## config.mk

```make
export PLATFORM = sky130hd
export DESIGN_NAME = dsb_core
export DESIGN_NICKNAME = d
export VERILOG_FILES = /design/src/verilog/dsb_pkg.sv /design/src/verilog/dsb_shift.sv /design/src/verilog/dsb_bkpt.sv /design/src/verilog/dsb_core.sv
export SDC_FILE = /design/constraint.sdc
export NUM_CORES = 1
export LEC_CHECK = 0
export BUFFER_PORTS_ARGS = -buffer_cell sky130_fd_sc_hd__clkbuf_2
export CORE_MARGIN = 2
export CORE_UTILIZATION = 50
export DETAILED_ROUTE_END_ITERATION = 7
export GPL_TIMING_DRIVEN = 0
export PLACE_DENSITY = 0.78
export SYNTH_ARGS = -nofsm -noshare
export SYNTH_HDL_FRONTEND = slang
export SYNTH_SLANG_ARGS = --single-unit
```

## constraint.sdc

```tcl
create_clock -name SYS_CLK -period 3.5 [get_ports SYS_CLK]
set_input_delay 0.7 -clock SYS_CLK [delete_from_list [all_inputs] [get_ports SYS_CLK]]
set_output_delay 0.7 -clock SYS_CLK [all_outputs]
set_load 0.01 [all_outputs]
```

## src/verilog/dsb_pkg.sv

```systemverilog
/*
 * Shared constants, types and the command classifier for the debug
 * status and breakpoint block.
 * Assumes nothing of its surroundings; every user names items with
 * the dsb_pkg:: scope.
 */
package dsb_pkg;

	// Field widths
	localparam int CODE_W = 8;
	localparam int MATCH_W = 16;
	localparam int ADDR_W = 14;
	localparam int SCR_W = 8;
	localparam int LEN_W = 5;

	// Serial frame lengths in bits
	localparam logic [4:0] LEN_BYTE = 5'h08;
	localparam logic [4:0] LEN_WORD = 5'h10;
	localparam logic [4:0] LEN_NONE = 5'h00;

	// Command codes handled or classed here
	localparam logic [7:0] CMD_BACKGROUND = 8'h90;
	localparam logic [7:0] CMD_STATUS_READ = 8'hE4;
	localparam logic [7:0] CMD_CONTROL_WRITE = 8'hC4;
	localparam logic [7:0] CMD_MATCH_READ = 8'hE2;
	localparam logic [7:0] CMD_MATCH_WRITE = 8'hC2;
	localparam logic [7:0] CMD_GO = 8'h08;
	localparam logic [7:0] CMD_TRACE = 8'h10;

	// Status/control bit positions
	localparam int BIT_PERMIT = 7;
	localparam int BIT_ACTIVE = 6;
	localparam int BIT_BKPT_EN = 5;
	localparam int BIT_FORCE_TAG = 4;
	localparam int BIT_WS = 2;
	localparam int BIT_WSF = 1;

	// Reset values
	localparam logic PERMIT_RST = 1'b0;
	localparam logic BKPT_EN_RST = 1'b0;
	localparam logic FORCE_TAG_RST = 1'b0;
	localparam logic [15:0] MATCH_RST = 16'h0000;
	localparam logic [7:0] SCR_ZERO = 8'h00;

	// Writable control fields, carried as one unit
	typedef struct packed {
		logic permit;
		logic bkpt_en;
		logic force_tag;
	} dsb_ctrl_s;

	// Command framing states
	typedef enum logic [1:0] {
		RX_CODE,
		RX_DATA,
		RX_PASS
	} dsb_rx_e;

	// Command classes
	typedef enum logic [2:0] {
		CLS_LOCAL,
		CLS_MEM,
		CLS_FREE,
		CLS_ACTIVE,
		CLS_NONE
	} dsb_cls_e;

	// Sort a command code into its class
	function automatic dsb_cls_e classify(input logic [7:0] code);
		dsb_cls_e cls;
		cls = CLS_NONE;
		case (code)
			8'h90, 8'hE4, 8'hC4, 8'hE2, 8'hC2: cls = CLS_LOCAL;
			8'hE0, 8'hE1, 8'hC0, 8'hC1: cls = CLS_MEM;
			8'h18: cls = CLS_FREE;
			8'h08, 8'h10, 8'h80, 8'h88, 8'h68, 8'h48,
			8'h6B, 8'h4B, 8'h6F, 8'h4F: cls = CLS_ACTIVE;
			default: cls = CLS_NONE;
		endcase
		return cls;
	endfunction

endpackage

```

## src/verilog/dsb_shift.sv

```systemverilog
/*
 * Serial-in shift register that collects host bits MSB first and
 * pulses done after a chosen number of bits.
 * Assumes bit strobes come from bit-timing logic on the same clock.
 */
`timescale 1ns/1ps
module dsb_shift #(
	parameter int WIDTH = 16,
	parameter int CNT_W = 5
) (
	// Clock and reset
	input wire logic clk,
	input wire logic srst,
	// Control
	input wire logic clear,
	input wire logic [CNT_W-1:0] length,
	// Bit stream
	input wire logic bit_valid,
	input wire logic bit_in,
	// Result
	output logic [WIDTH-1:0] value,
	output logic done
);

	logic [CNT_W-1:0] count;

	// Earlier bits move up, so the first bit ends as the MSB
	always_ff @(posedge clk) begin
		if (srst) begin
			value <= '0;
		end else if (bit_valid && !clear) begin
			value <= {value[WIDTH-2:0], bit_in};
		end
	end

	// Bit counter; clear drops a half-received frame
	always_ff @(posedge clk) begin
		if (srst || clear) begin
			count <= '0;
			done <= 1'b0;
		end else if (bit_valid && count == length - 1'b1) begin
			count <= '0;
			done <= 1'b1;
		end else if (bit_valid) begin
			count <= count + 1'b1;
			done <= 1'b0;
		end else begin
			done <= 1'b0;
		end
	end

endmodule

```

## src/verilog/dsb_bkpt.sv

```systemverilog
/*
 * Hardware breakpoint: address compare with forced or tagged request.
 * Assumes CPU strobes are on the bus clock and that halted is high
 * while the core sits in active debug mode.
 */
`timescale 1ns/1ps
module dsb_bkpt (
	// Clock and reset
	input wire logic clk,
	input wire logic srst,
	// Configuration
	input wire dsb_pkg::dsb_ctrl_s ctrl,
	input wire logic [dsb_pkg::ADDR_W-1:0] match_addr,
	input wire logic halted,
	// CPU activity
	input wire logic [dsb_pkg::ADDR_W-1:0] cpu_addr,
	input wire logic addr_valid,
	input wire logic opcode_fetch,
	input wire logic queue_end,
	input wire logic instr_boundary,
	// Request to enter active debug mode
	output logic break_req
);

	logic hit;
	logic force_pending;
	logic tag;

	// Only the 14 address bits take part in the compare
	assign hit = addr_valid && cpu_addr == match_addr;

	// Forced request waits for the next instruction boundary
	always_ff @(posedge clk) begin
		if (srst || halted || !ctrl.bkpt_en) begin
			force_pending <= 1'b0;
		end else if (ctrl.force_tag && hit) begin
			force_pending <= 1'b1;
		end else if (instr_boundary) begin
			force_pending <= 1'b0;
		end
	end

	// Tag follows the fetched opcode; a newer tag wins over retiring
	always_ff @(posedge clk) begin
		if (srst || halted || !ctrl.bkpt_en) begin
			tag <= 1'b0;
		end else if (!ctrl.force_tag && hit && opcode_fetch) begin
			tag <= 1'b1;
		end else if (queue_end) begin
			tag <= 1'b0;
		end
	end

	// One-cycle request to the mode logic
	always_ff @(posedge clk) begin
		if (srst) begin
			break_req <= 1'b0;
		end else begin
			break_req <= ctrl.bkpt_en && !halted &&
				((force_pending && instr_boundary) ||
				(tag && queue_end));
		end
	end
endmodule

```

## src/verilog/dsb_core.sv

```systemverilog
/*
 * Debug status/control register, breakpoint match register, active
 * debug mode gating and command classing for the single-wire debug
 * controller.
 * Assumes a bit-timing front end on the same clock that delivers host
 * bits as strobes, asks for target bits, and flags the serial timeout.
 * Memory access commands are executed by another unit that receives
 * the forwarded code and reports when it has consumed the frame.
 */
`timescale 1ns/1ps
// Contract
// Permit bit low blocks entering debug mode
// Permit bit sticks at one until reset
// Active bit reads one in debug mode
// Breakpoint logic off when enable is low
// Forced match halts at next instruction boundary
// Tagged opcode halts on reaching queue end
// Wait/stop bit shows wait, stop, or wakeup
// In wait/stop only background must work
// Background command wakes CPU into debug mode
// Host confirms active bit after forcing entry
// Failure bit set when access hits wait/stop
// Host recovers failure via background and retry
// Sixteen-bit match register, fourteen bits compared
// Match register access allowed while running
// Intrusive commands only in debug mode
// Codes and data travel MSB first
// Status register only via serial commands
// Host sets permit before code may stop
// Permit locked in debug mode; status unwritable
// E4 reads status, C4 writes eight bits
// Code 90 enters only when permit set
// Bits three and zero read zero
module dsb_core (
	// Clock and reset
	input wire logic SYS_CLK,
	input wire logic SRST,
	// Serial front end
	input wire logic RX_BIT_VALID,
	input wire logic RX_BIT,
	input wire logic TX_BIT_REQ,
	input wire logic SOFT_RESET,
	output logic TX_BIT,
	output logic TX_BUSY,
	// Forwarded commands
	input wire logic FWD_DONE,
	output logic FWD_VALID,
	output logic [7:0] FWD_CODE,
	output logic CMD_REJECT,
	// CPU side
	input wire logic [13:0] CPU_ADDR,
	input wire logic CPU_ADDR_VALID,
	input wire logic CPU_OPCODE_FETCH,
	input wire logic CPU_QUEUE_END,
	input wire logic CPU_INSTR_BOUNDARY,
	input wire logic CPU_WAIT_STOP,
	input wire logic CPU_MEM_FAIL,
	output logic BG_ACTIVE,
	output logic CPU_WAKE
);

	dsb_pkg::dsb_rx_e rx_state;
	dsb_pkg::dsb_cls_e cls;
	dsb_pkg::dsb_ctrl_s ctrl;
	logic [7:0] cmd_code;
	logic [15:0] rx_value;
	logic [4:0] rx_len;
	logic rx_done;
	logic code_done;
	logic data_done;
	logic [7:0] code_now;
	logic allowed;
	logic [15:0] match;
	logic bg_active;
	logic brk_req;
	logic trace_pending;
	logic enter_bg;
	logic bg_cmd;
	logic leave_bg;
	logic ws_latch;
	logic ws_status;
	logic wait_stop_failure;
	logic [7:0] status_byte;
	logic [15:0] tx_shift;
	logic [4:0] tx_left;

	// Frame decode strobes
	assign code_done = rx_done && rx_state == dsb_pkg::RX_CODE;
	assign data_done = rx_done && rx_state == dsb_pkg::RX_DATA;
	assign code_now = rx_value[7:0];
	assign cls = dsb_pkg::classify(code_now);

	// Intrusive codes need debug mode, unknown codes never run, the rest run any time
	assign allowed = cls == dsb_pkg::CLS_MEM ||
		cls == dsb_pkg::CLS_FREE ||
		(cls == dsb_pkg::CLS_ACTIVE && bg_active);

	// Data length follows the command that opened the frame
	always_comb begin
		rx_len = dsb_pkg::LEN_BYTE;
		if (rx_state == dsb_pkg::RX_DATA &&
			cmd_code == dsb_pkg::CMD_MATCH_WRITE) begin
			rx_len = dsb_pkg::LEN_WORD;
		end
	end

	// Host bits are collected MSB first
	dsb_shift #(
		.WIDTH(dsb_pkg::MATCH_W),
		.CNT_W(dsb_pkg::LEN_W)
	) u_rx (
		.clk(SYS_CLK),
		.srst(SRST),
		.clear(SOFT_RESET || rx_state == dsb_pkg::RX_PASS),
		.length(rx_len),
		.bit_valid(RX_BIT_VALID),
		.bit_in(RX_BIT),
		.value(rx_value),
		.done(rx_done)
	);

	// Framing: bits of forwarded or refused frames are not ours
	always_ff @(posedge SYS_CLK) begin
		if (SRST || SOFT_RESET) begin
			rx_state <= dsb_pkg::RX_CODE;
		end else begin
			case (rx_state)
				dsb_pkg::RX_CODE: begin
					if (code_done) begin
						if (code_now == dsb_pkg::CMD_CONTROL_WRITE ||
							code_now == dsb_pkg::CMD_MATCH_WRITE) begin
							rx_state <= dsb_pkg::RX_DATA;
						end else if (cls != dsb_pkg::CLS_LOCAL) begin
							rx_state <= dsb_pkg::RX_PASS;
						end
					end
				end
				dsb_pkg::RX_DATA: begin
					if (rx_done) begin
						rx_state <= dsb_pkg::RX_CODE;
					end
				end
				dsb_pkg::RX_PASS: begin
					if (FWD_DONE) begin
						rx_state <= dsb_pkg::RX_CODE;
					end
				end
				default: rx_state <= dsb_pkg::RX_CODE;
			endcase
		end
	end

	// Code of the frame in progress
	always_ff @(posedge SYS_CLK) begin
		if (SRST) begin
			cmd_code <= dsb_pkg::SCR_ZERO;
		end else if (code_done) begin
			cmd_code <= code_now;
		end
	end

	// Control fields; writable only through the serial control write
	always_ff @(posedge SYS_CLK) begin
		if (SRST) begin
			ctrl.permit <= dsb_pkg::PERMIT_RST;
			ctrl.bkpt_en <= dsb_pkg::BKPT_EN_RST;
			ctrl.force_tag <= dsb_pkg::FORCE_TAG_RST;
		end else if (data_done &&
			cmd_code == dsb_pkg::CMD_CONTROL_WRITE) begin
			// Permit only rises, and never from within debug mode
			if (!bg_active) begin
				ctrl.permit <= ctrl.permit ||
					rx_value[dsb_pkg::BIT_PERMIT];
			end
			ctrl.bkpt_en <= rx_value[dsb_pkg::BIT_BKPT_EN];
			ctrl.force_tag <= rx_value[dsb_pkg::BIT_FORCE_TAG];
		end
	end

	// Match register, accepted in either mode
	always_ff @(posedge SYS_CLK) begin
		if (SRST) begin
			match <= dsb_pkg::MATCH_RST;
		end else if (data_done &&
			cmd_code == dsb_pkg::CMD_MATCH_WRITE) begin
			match <= rx_value;
		end
	end

	dsb_bkpt u_bkpt (
		.clk(SYS_CLK),
		.srst(SRST),
		.ctrl(ctrl),
		.match_addr(match[dsb_pkg::ADDR_W-1:0]),
		.halted(bg_active),
		.cpu_addr(CPU_ADDR),
		.addr_valid(CPU_ADDR_VALID),
		.opcode_fetch(CPU_OPCODE_FETCH),
		.queue_end(CPU_QUEUE_END),
		.instr_boundary(CPU_INSTR_BOUNDARY),
		.break_req(brk_req)
	);

	// Mode entry: background works even in wait/stop
	assign bg_cmd = code_done && code_now == dsb_pkg::CMD_BACKGROUND;
	assign enter_bg = ctrl.permit &&
		(bg_cmd || brk_req ||
		(trace_pending && CPU_INSTR_BOUNDARY));
	assign leave_bg = code_done && allowed && bg_active &&
		(code_now == dsb_pkg::CMD_GO || code_now == dsb_pkg::CMD_TRACE);

	// Active debug mode; an entry beats a leave in the same cycle
	always_ff @(posedge SYS_CLK) begin
		if (SRST) begin
			bg_active <= 1'b0;
		end else if (enter_bg) begin
			bg_active <= 1'b1;
		end else if (leave_bg) begin
			bg_active <= 1'b0;
		end
	end

	// Single step returns after one instruction boundary
	always_ff @(posedge SYS_CLK) begin
		if (SRST || enter_bg) begin
			trace_pending <= 1'b0;
		end else if (leave_bg && code_now == dsb_pkg::CMD_TRACE) begin
			trace_pending <= 1'b1;
		end
	end

	// Wakeup pulse and memory of having left wait/stop
	always_ff @(posedge SYS_CLK) begin
		if (SRST) begin
			CPU_WAKE <= 1'b0;
			ws_latch <= 1'b0;
		end else begin
			CPU_WAKE <= enter_bg && bg_cmd && CPU_WAIT_STOP;
			if (enter_bg && CPU_WAIT_STOP) begin
				ws_latch <= 1'b1;
			end else if (leave_bg) begin
				ws_latch <= 1'b0;
			end
		end
	end
	assign ws_status = CPU_WAIT_STOP || ws_latch;

	// Failure flag; a new failure wins over the clearing command
	always_ff @(posedge SYS_CLK) begin
		if (SRST) begin
			wait_stop_failure <= 1'b0;
		end else if (CPU_MEM_FAIL) begin
			wait_stop_failure <= 1'b1;
		end else if (code_done && cls == dsb_pkg::CLS_MEM) begin
			wait_stop_failure <= 1'b0;
		end
	end

	// Status byte; undescribed bits stay zero
	always_comb begin
		status_byte = dsb_pkg::SCR_ZERO;
		status_byte[dsb_pkg::BIT_PERMIT] = ctrl.permit;
		status_byte[dsb_pkg::BIT_ACTIVE] = bg_active;
		status_byte[dsb_pkg::BIT_BKPT_EN] = ctrl.bkpt_en;
		status_byte[dsb_pkg::BIT_FORCE_TAG] = ctrl.force_tag;
		status_byte[dsb_pkg::BIT_WS] = ws_status;
		status_byte[dsb_pkg::BIT_WSF] = wait_stop_failure;
	end

	// Reply shifter; the MSB is always on the wire
	always_ff @(posedge SYS_CLK) begin
		if (SRST || SOFT_RESET) begin
			tx_shift <= dsb_pkg::MATCH_RST;
			tx_left <= dsb_pkg::LEN_NONE;
			TX_BUSY <= 1'b0;
		end else if (code_done &&
			code_now == dsb_pkg::CMD_STATUS_READ) begin
			tx_shift <= {status_byte, dsb_pkg::SCR_ZERO};
			tx_left <= dsb_pkg::LEN_BYTE;
			TX_BUSY <= 1'b1;
		end else if (code_done &&
			code_now == dsb_pkg::CMD_MATCH_READ) begin
			tx_shift <= match;
			tx_left <= dsb_pkg::LEN_WORD;
			TX_BUSY <= 1'b1;
		end else if (TX_BIT_REQ && tx_left != dsb_pkg::LEN_NONE) begin
			tx_shift <= {tx_shift[14:0], 1'b0};
			tx_left <= tx_left - 1'b1;
			TX_BUSY <= tx_left != 5'h01;
		end
	end
	assign TX_BIT = tx_shift[15];

	// Forwarding and refusal, one-cycle pulses
	always_ff @(posedge SYS_CLK) begin
		if (SRST) begin
			FWD_VALID <= 1'b0;
			FWD_CODE <= dsb_pkg::SCR_ZERO;
			CMD_REJECT <= 1'b0;
		end else begin
			FWD_VALID <= code_done && allowed;
			CMD_REJECT <= code_done && !allowed &&
				cls != dsb_pkg::CLS_LOCAL;
			if (code_done) begin
				FWD_CODE <= code_now;
			end
		end
	end
	assign BG_ACTIVE = bg_active;
endmodule

```

==> key figures, run 1 <==
Die
  • Starting Density: 0.508
  • Ports: 41
  • Die W: 91.9 um
  • Core outline area: 7610 um2
  • Row count: 32
  • Height of the die: 91.9 um
  • Die footprint: 8450 um2

GRT
  • Largest net degree at the start of global routing: 16
  • Overflow after GRT: 0
  • Global-route wire length before repair: 14,500 um
  • Initial antenna violation count: 0
  • GR Util All Layers: 0.216
  • Vias in the first global route: 2,992

Setup path
  • Slowest cell on crit path: o41ai_2
  • CP Cell Sequence: clkbuf_1, xnor2_1, o41ai_2, nor2_1, a22o_1
  • CP Capture Type: flip-flop
  • Slowest stage delay, CP: 0.67 ns
  • Worst Path Class, Setup: flip-flop to flip-flop
  • CP Launch Type: flip-flop
  • Largest fanout on the critical path: 10
  • Critical path arrival: 2.58 ns
  • Worst path required time: 3.76 ns

Clock tree
  • Post-CTS sizing: 0
  • Clk buf depth: 2
  • H-tree depth: 3
  • Inserted Clock Buffers: 9
  • Clock Latency Late Sink: 0.36 ns
  • Worst-path clk slew: 0.09 ns
  • Post-CTS Setup Inserts: 0
  • Clock sink count: 83
  • CTS tree: yes
  • Clock root buffer: clkbuf_8
  • # hold bufs at CTS: 0

Timing
  • Unrepaired setup endpoints after global routing: false
  • Fmax: 431 MHz
  • Final setup violation count: 0
  • Max-slew headroom: 0.466
  • Clock skew: 0.0105 ns
  • Setup TNS: 0 ns
  • Tcrit/Tclk final: 0.662
  • Minimum clock period after layout: 2.32 ns
  • Final Hold Fails: 0
  • Tightest Pin Transition: 0.790 ns
  • Max-slew violations: 0
  • Setup ws final: 1.18 ns

Logic synthesis
  • Top flip-flop cell by instance count after synthesis: dfxtp_1
  • Synth Register Bits: 83
  • Post-synthesis sequential area ratio: 0.430
  • Fraction of the mapped netlist area in simple logic gates: 0.222
  • Syn nets: 450
  • Gate Count Post-Synth: 419
  • Syn Area/Cell: 9.22 um2
  • Async SR Flop Fraction: 0
  • Post-synth EDFFs: 0
  • XOR/XNOR share of the synthesized area: 0.0544
  • Compound-cell area share of the yosys netlist: 0.107
  • Post-Syn Area: 3860 um2
  • Yosys warns: 0
  • Post-synthesis mux area share: 0.130
  • Largest family of logic cells by synthesized area: simple AND/OR/NAND/NOR gates
  • Synth Area in Adders: 0.0130
  • Distinct cells, synth: 57

Final layout
  • Most frequent cells in the layout: 83 x dfxtp_1, 64 x nor2_1, 50 x mux2i_1
  • Share of layout cells above drive strength 1: 0.152
  • Storage cell area: 1660 um2
  • Area growth, synth to finish: 13.1%
  • Layout Nets: 500
  • Final core occ: 0.574
  • Commonest non-fill, non-tap cell in the layout: dfxtp_1
  • Footprint of the multi-input gates: 2030 um2
  • Ant diodes: 0
  • Filler cells: 693

Power and ir drop
  • Leakage: 1.88 nW
  • Pwr per Cell Area: 389 nW/um2
  • Logic pwr share: 0.060
  • VDD IR max: 388 uV
  • Internal Power: 1.27 mW
  • Sequential power share: 0.560
  • P_sw: 0.425 mW
  • Clock share of power: 0.380
  • Net Sw Frac: 0.250

Status
  • Status: finished clean

Placed design
  • Setup WS pre-CTS: 1.06 ns
  • Routability cong.: 0.844
  • # port buffers: 39
  • Hpwl dp: 6590 um

Detailed routing
  • DR DRC count: 0
  • Via count: 3,215
  • Detailed Route Iter0 Violations: 153
  • Drt wl/cell: 15.3 um
  • TritonRoute pass-1 iters: 5
  • Via density: 5.58
  • Final WL: 8810 um
  • ANT nets after route: 0

Min path
  • Type of the most critical hold path: flip-flop to flip-flop

Job
  • Max_cap viols: 0
-- registers in the layout, indices dropped and copies added, names as in the netlist --
| register | flops |
|---|---|
| tx_shift | 16 |
| FWD_CODE | 8 |
| wait_stop_failure | 1 |
| rx_state | 2 |
| TX_BUSY | 1 |
| ws_latch | 1 |
| u_rx.done | 1 |
| u_rx.count | 5 |
| BG_ACTIVE | 1 |
| ctrl | 3 |
| CMD_REJECT | 1 |
| tx_left | 5 |
| u_bkpt.break_req | 1 |
| u_rx.value | 16 |
| CPU_WAKE | 1 |
| match | 16 |
| u_bkpt.tag | 1 |
| trace_pending | 1 |
| FWD_VALID | 1 |
| u_bkpt.force_pending | 1 |
-- stage by stage --
stage	instances	total power, mW	instance area, um2	hold WS, ns
4_1_cts	576	1.71	4370	0.485
3_5_place_dp	560	1.07	4190	0.467
3_3_place_gp	560	1.07	4190	0.447
2_1_floorplan	419	1.04	3860	0.432
5_1_grt	576	1.76	4370	0.497
6_report	576	1.70	4370	0.486
-- worst paths after layout --
check | to | cells after the start | slack (ns) | startpoint
min | tx_shift[12] | 1 | 0.49 | tx_shift[12]
max reg2reg | tx_shift[15] | 5 | 1.18 | u_rx.value[1]
min reg2reg | tx_shift[12] | 1 | 0.49 | tx_shift[12]
max | tx_shift[15] | 5 | 1.18 | u_rx.value[1]
-- layout make-up --
type / instances / share of cell area
Multi-Input combinational cell: 297 / 0.466
Sequential cell: 83 / 0.380
Timing Repair Buffer: 39 / 0.0447
Buffer: 32 / 0.0324
Clock buffer: 10 / 0.0315
Tap cell: 102 / 0.0292
Clock inverter: 6 / 0.0103
Inverter: 7 / 0.00601
-- kinds of logic after synthesis --
group / after synthesis
compound gates: 59
fa+ha+maj: 4
xor+xnor: 24
simple gates: 160
flops: 83
buf+inv: 39
mux: 50
-- per-layer routing --
layer  up-vias  track usage  wire [um]
met5         -            0          0
met4         0       0.0498        159
met3        14       0.0567        441
met2        85        0.354       4180
met1      1519        0.286       4030
li1       1597            -          -
-- power by group through the flow --
stage               clock (mW)  combinational [mW]  sequential (mW)
global placement             0              0.0975            0.973
finish                   0.646               0.101            0.951
floorplan                    0              0.0661            0.973
detailed placement           0               0.100            0.973
global route             0.700               0.111            0.952
CTS                      0.657               0.101            0.951
-- cells in the mapped netlist (all sizes together) (4+ instances only) --
library cell,number,share of area
nand3,12,0.016
o21ai,5,0.0065
or4,5,0.011
ha,4,0.013
nand3b,7,0.014
nor3b,4,0.0078
a32o,4,0.010
nand4,10,0.016
nor2,64,0.062
xor2,6,0.014
dfxtp,83,0.43
mux2i,50,0.13
xnor2,18,0.041
o22ai,5,0.0081
clkbuf,27,0.026
nor3,13,0.017
nor4,4,0.0065
a21oi,16,0.021
buf,5,0.010
or2,4,0.0065
inv,7,0.0068
a211oi,12,0.023
nand2,11,0.011
-- critical path, delay by kind of cell (launching register included) --
kind / cells / cell delay, ns
AND/OR/NAND/NOR: 1 / 0.26
AO/OA/AOI/OAI: 2 / 0.95
buffers and inverters: 1 / 0.42
XOR/XNOR: 1 / 0.21
flip-flops: 1 / 0.37
Note: power is estimated with default switching activity, not from simulation.
==> run 2: changes to the inputs <==
- PLACE_DENSITY: 0.78 -> 0.8
- clock period: 3.5 -> 2.1 ns (I/O delays scaled with it)
==> run 2 against run 1 <==
Effect of this change:
- flip-flop and latch count unchanged
- first-iteration DRC count up 33%
- die area unchanged
- clock power up 89%
- cell count up 0.87%
- clock skew down 0.0011 ns
- hold slack worse by 0.21 ns
==> key figures, run 2 (same netlist as run 1, synthesis figures left out) <==
Status
  • Status: finished clean

Detailed routing
  • Via density: 5.74 (+2.8%)
  • Detailed Route Iter0 Violations: 204 (+33%)
  • TritonRoute pass-1 iters: 5 (unchanged)
  • DR DRC count: 0 (unchanged)
  • Final WL: 9670 um (+9.8%)
  • Drt wl/cell: 16.6 um (+8.9%)
  • Via count: 3,333 (+3.7%)
  • ANT nets after route: 0 (unchanged)

Final layout
  • Most frequent cells in the layout: 80 x dfxtp_1, 63 x nor2_1, 48 x mux2i_1
  • Post-route cell area: 4560 um2 (+4.3%)
  • Filler cells: 676 (-2.5%)
  • Area growth, synth to finish: 17.9%
  • Final core occ: 0.599 (+0.0247)
  • Ant diodes: 0 (unchanged)
  • Post-Layout Cell Count: 581 (+0.87%)
  • Share of layout cells above drive strength 1: 0.205 (+0.0527)
  • Commonest non-fill, non-tap cell in the layout: dfxtp_1
  • Biggest regs: match x16, tx_shift x16, u_rx.value x16
  • Layout Nets: 505 (+1.0%)

Setup path
  • Setup crit start: rx_state[1]
  • Reg2reg start: rx_state[1]
  • CP Capture Type: flip-flop
  • CP Launch Type: flip-flop
  • Setup slack, reg-to-reg: 0.03 ns (-1.16 ns)
  • R2R Path End: ctrl[2]
  • Largest fanout on the critical path: 10 (unchanged)
  • Worst Setup EP: ctrl[2]
  • R2R cell count: 4 (-1)
  • Worst path required time: 2.41 ns (-1.35 ns)
  • Worst Path Class, Setup: flip-flop to flip-flop
  • Critical path arrival: 2.39 ns (-0.19 ns)

GRT
  • Overflow after GRT: 0 (unchanged)
  • GR Util All Layers: 0.236 (+0.0201)
  • Initial antenna violation count: 0 (unchanged)
  • Global-route wire length before repair: 15,600 um (+7.8%)
  • Largest net degree at the start of global routing: 15 (-1)
  • Vias in the first global route: 3,202 (+7.0%)

Timing
  • Max-slew headroom: 0.431 (-0.0349)
  • Setup ws final: 0.0272 ns (-1.16 ns)
  • Fmax: 482 MHz (+12%)
  • Final setup violation count: 0 (unchanged)
  • Unrepaired setup endpoints after global routing: true
  • Max-slew violations: 0 (unchanged)
  • Final Hold Fails: 0 (unchanged)
  • Tightest Pin Transition: 0.850 ns (+0.0603 ns)
  • Tcrit/Tclk final: 0.987 (+0.325)
  • Clock skew: 0.00942 ns (-0.00108 ns)
  • Minimum clock period after layout: 2.07 ns (-0.245 ns)

Clock tree
  • # hold bufs at CTS: 0 (unchanged)
  • Clock Latency Late Sink: 0.38 ns (+0.02 ns)
  • H-tree depth: 3 (unchanged)
  • Clock root buffer: clkbuf_8
  • Worst-path clk slew: 0.09 ns (about the same)
  • Clock sink count: 83 (unchanged)
  • Inserted Clock Buffers: 9 (unchanged)
  • CTS tree: yes
  • Clk buf depth: 2 (unchanged)

Power and ir drop
  • Pwr per Cell Area: 657 nW/um2 (+69%)
  • VDD IR max: 396 uV (+2.0%)
  • Leakage: 1.96 nW (+4.3%)

Placed design
  • Routability cong.: 0.856 (+1.4%)
  • Hpwl dp: 6680 um (+1.3%)
  • Dpl cells: 560 (unchanged)
  • # port buffers: 39 (unchanged)
  • Setup WS pre-CTS: -0.206 ns (-1.27 ns)
  • Placed cell area: 4190 um2 (unchanged)

Min path
  • Type of the most critical hold path: input pin to flip-flop

Die
  • Height of the die: 91.9 um (unchanged)
  • Row count: 32 (unchanged)
  • Ports: 41 (unchanged)
  • Die footprint: 8450 um2 (unchanged)
  • Starting Density: 0.508 (unchanged)
  • Core outline area: 7610 um2 (unchanged)
  • Die W: 91.9 um (unchanged)

Job
  • Max_cap viols: 0 (unchanged)
[run 2: worst min path at each step]
stage / start / endpoint / depth (start not counted)
final: CPU_MEM_FAIL / wait_stop_failure / 3
after CTS: CPU_MEM_FAIL / wait_stop_failure / 3
after global placement: tx_shift[13] / tx_shift[13] / 1
after global routing: CPU_MEM_FAIL / wait_stop_failure / 3
after floorplan: tx_shift[9] / tx_shift[9] / 1
after detailed placement: tx_shift[13] / tx_shift[13] / 1
[run 2: power by group]
group	internal, mW	switching (mW)
Sequential	1.58	0.00604
Combinational	0.0784	0.105
Clock	0.618	0.606
Total	2.28	0.717
[run 2: stage by stage]
stage	power [mW]	setup TNS [ns]	hold slack, ns
after floorplan	1.73	0	0.432
after global placement	1.78	-0.773	0.449
after detailed placement	1.79	-1.94	0.457
after CTS	2.99	0	0.267
after global routing	3.09	-0.0252	0.302
final	2.99	0	0.271
[run 2: worst max-delay path, stage by stage, from the launching register on]
cell	delay [ns]
dfxtp_2	0.39
or4b_4	0.52
or4_4	0.58
or3b_1	0.41
a21oi_2	0.12
[run 2: final cells by class]
type	instances	area (um2)	share of cell area
repair buffers	49	292	0.0640
clock inverters	5	60.1	0.0132
clock buffers	11	151	0.0332
flip-flops and latches	83	1670	0.365
inverters	7	26.3	0.00577
plain buffers	27	139	0.0305
multi-input cells	297	2100	0.460
well taps	102	128	0.0280
[run 2: repair_timing]
item                       4_1_cts  5_1_grt
setup endpoints to repair       26       42
gates cloned                     1        1
pin swaps                        1        7
buffers inserted                 0        8
gates resized for setup         15       19
[run 2: routing by layer]
| layer | vias to the layer above | wire, um | track usage | share of wire |
|---|---|---|---|---|
| li1 | 1604 | - | - | - |
| met1 | 1571 | 4110 | 0.298 | 0.42 |
| met2 | 133 | 4610 | 0.382 | 0.48 |
| met3 | 25 | 656 | 0.0551 | 0.068 |
| met4 | 0 | 301 | 0.109 | 0.031 |
| met5 | - | 0 | 0 | 0 |
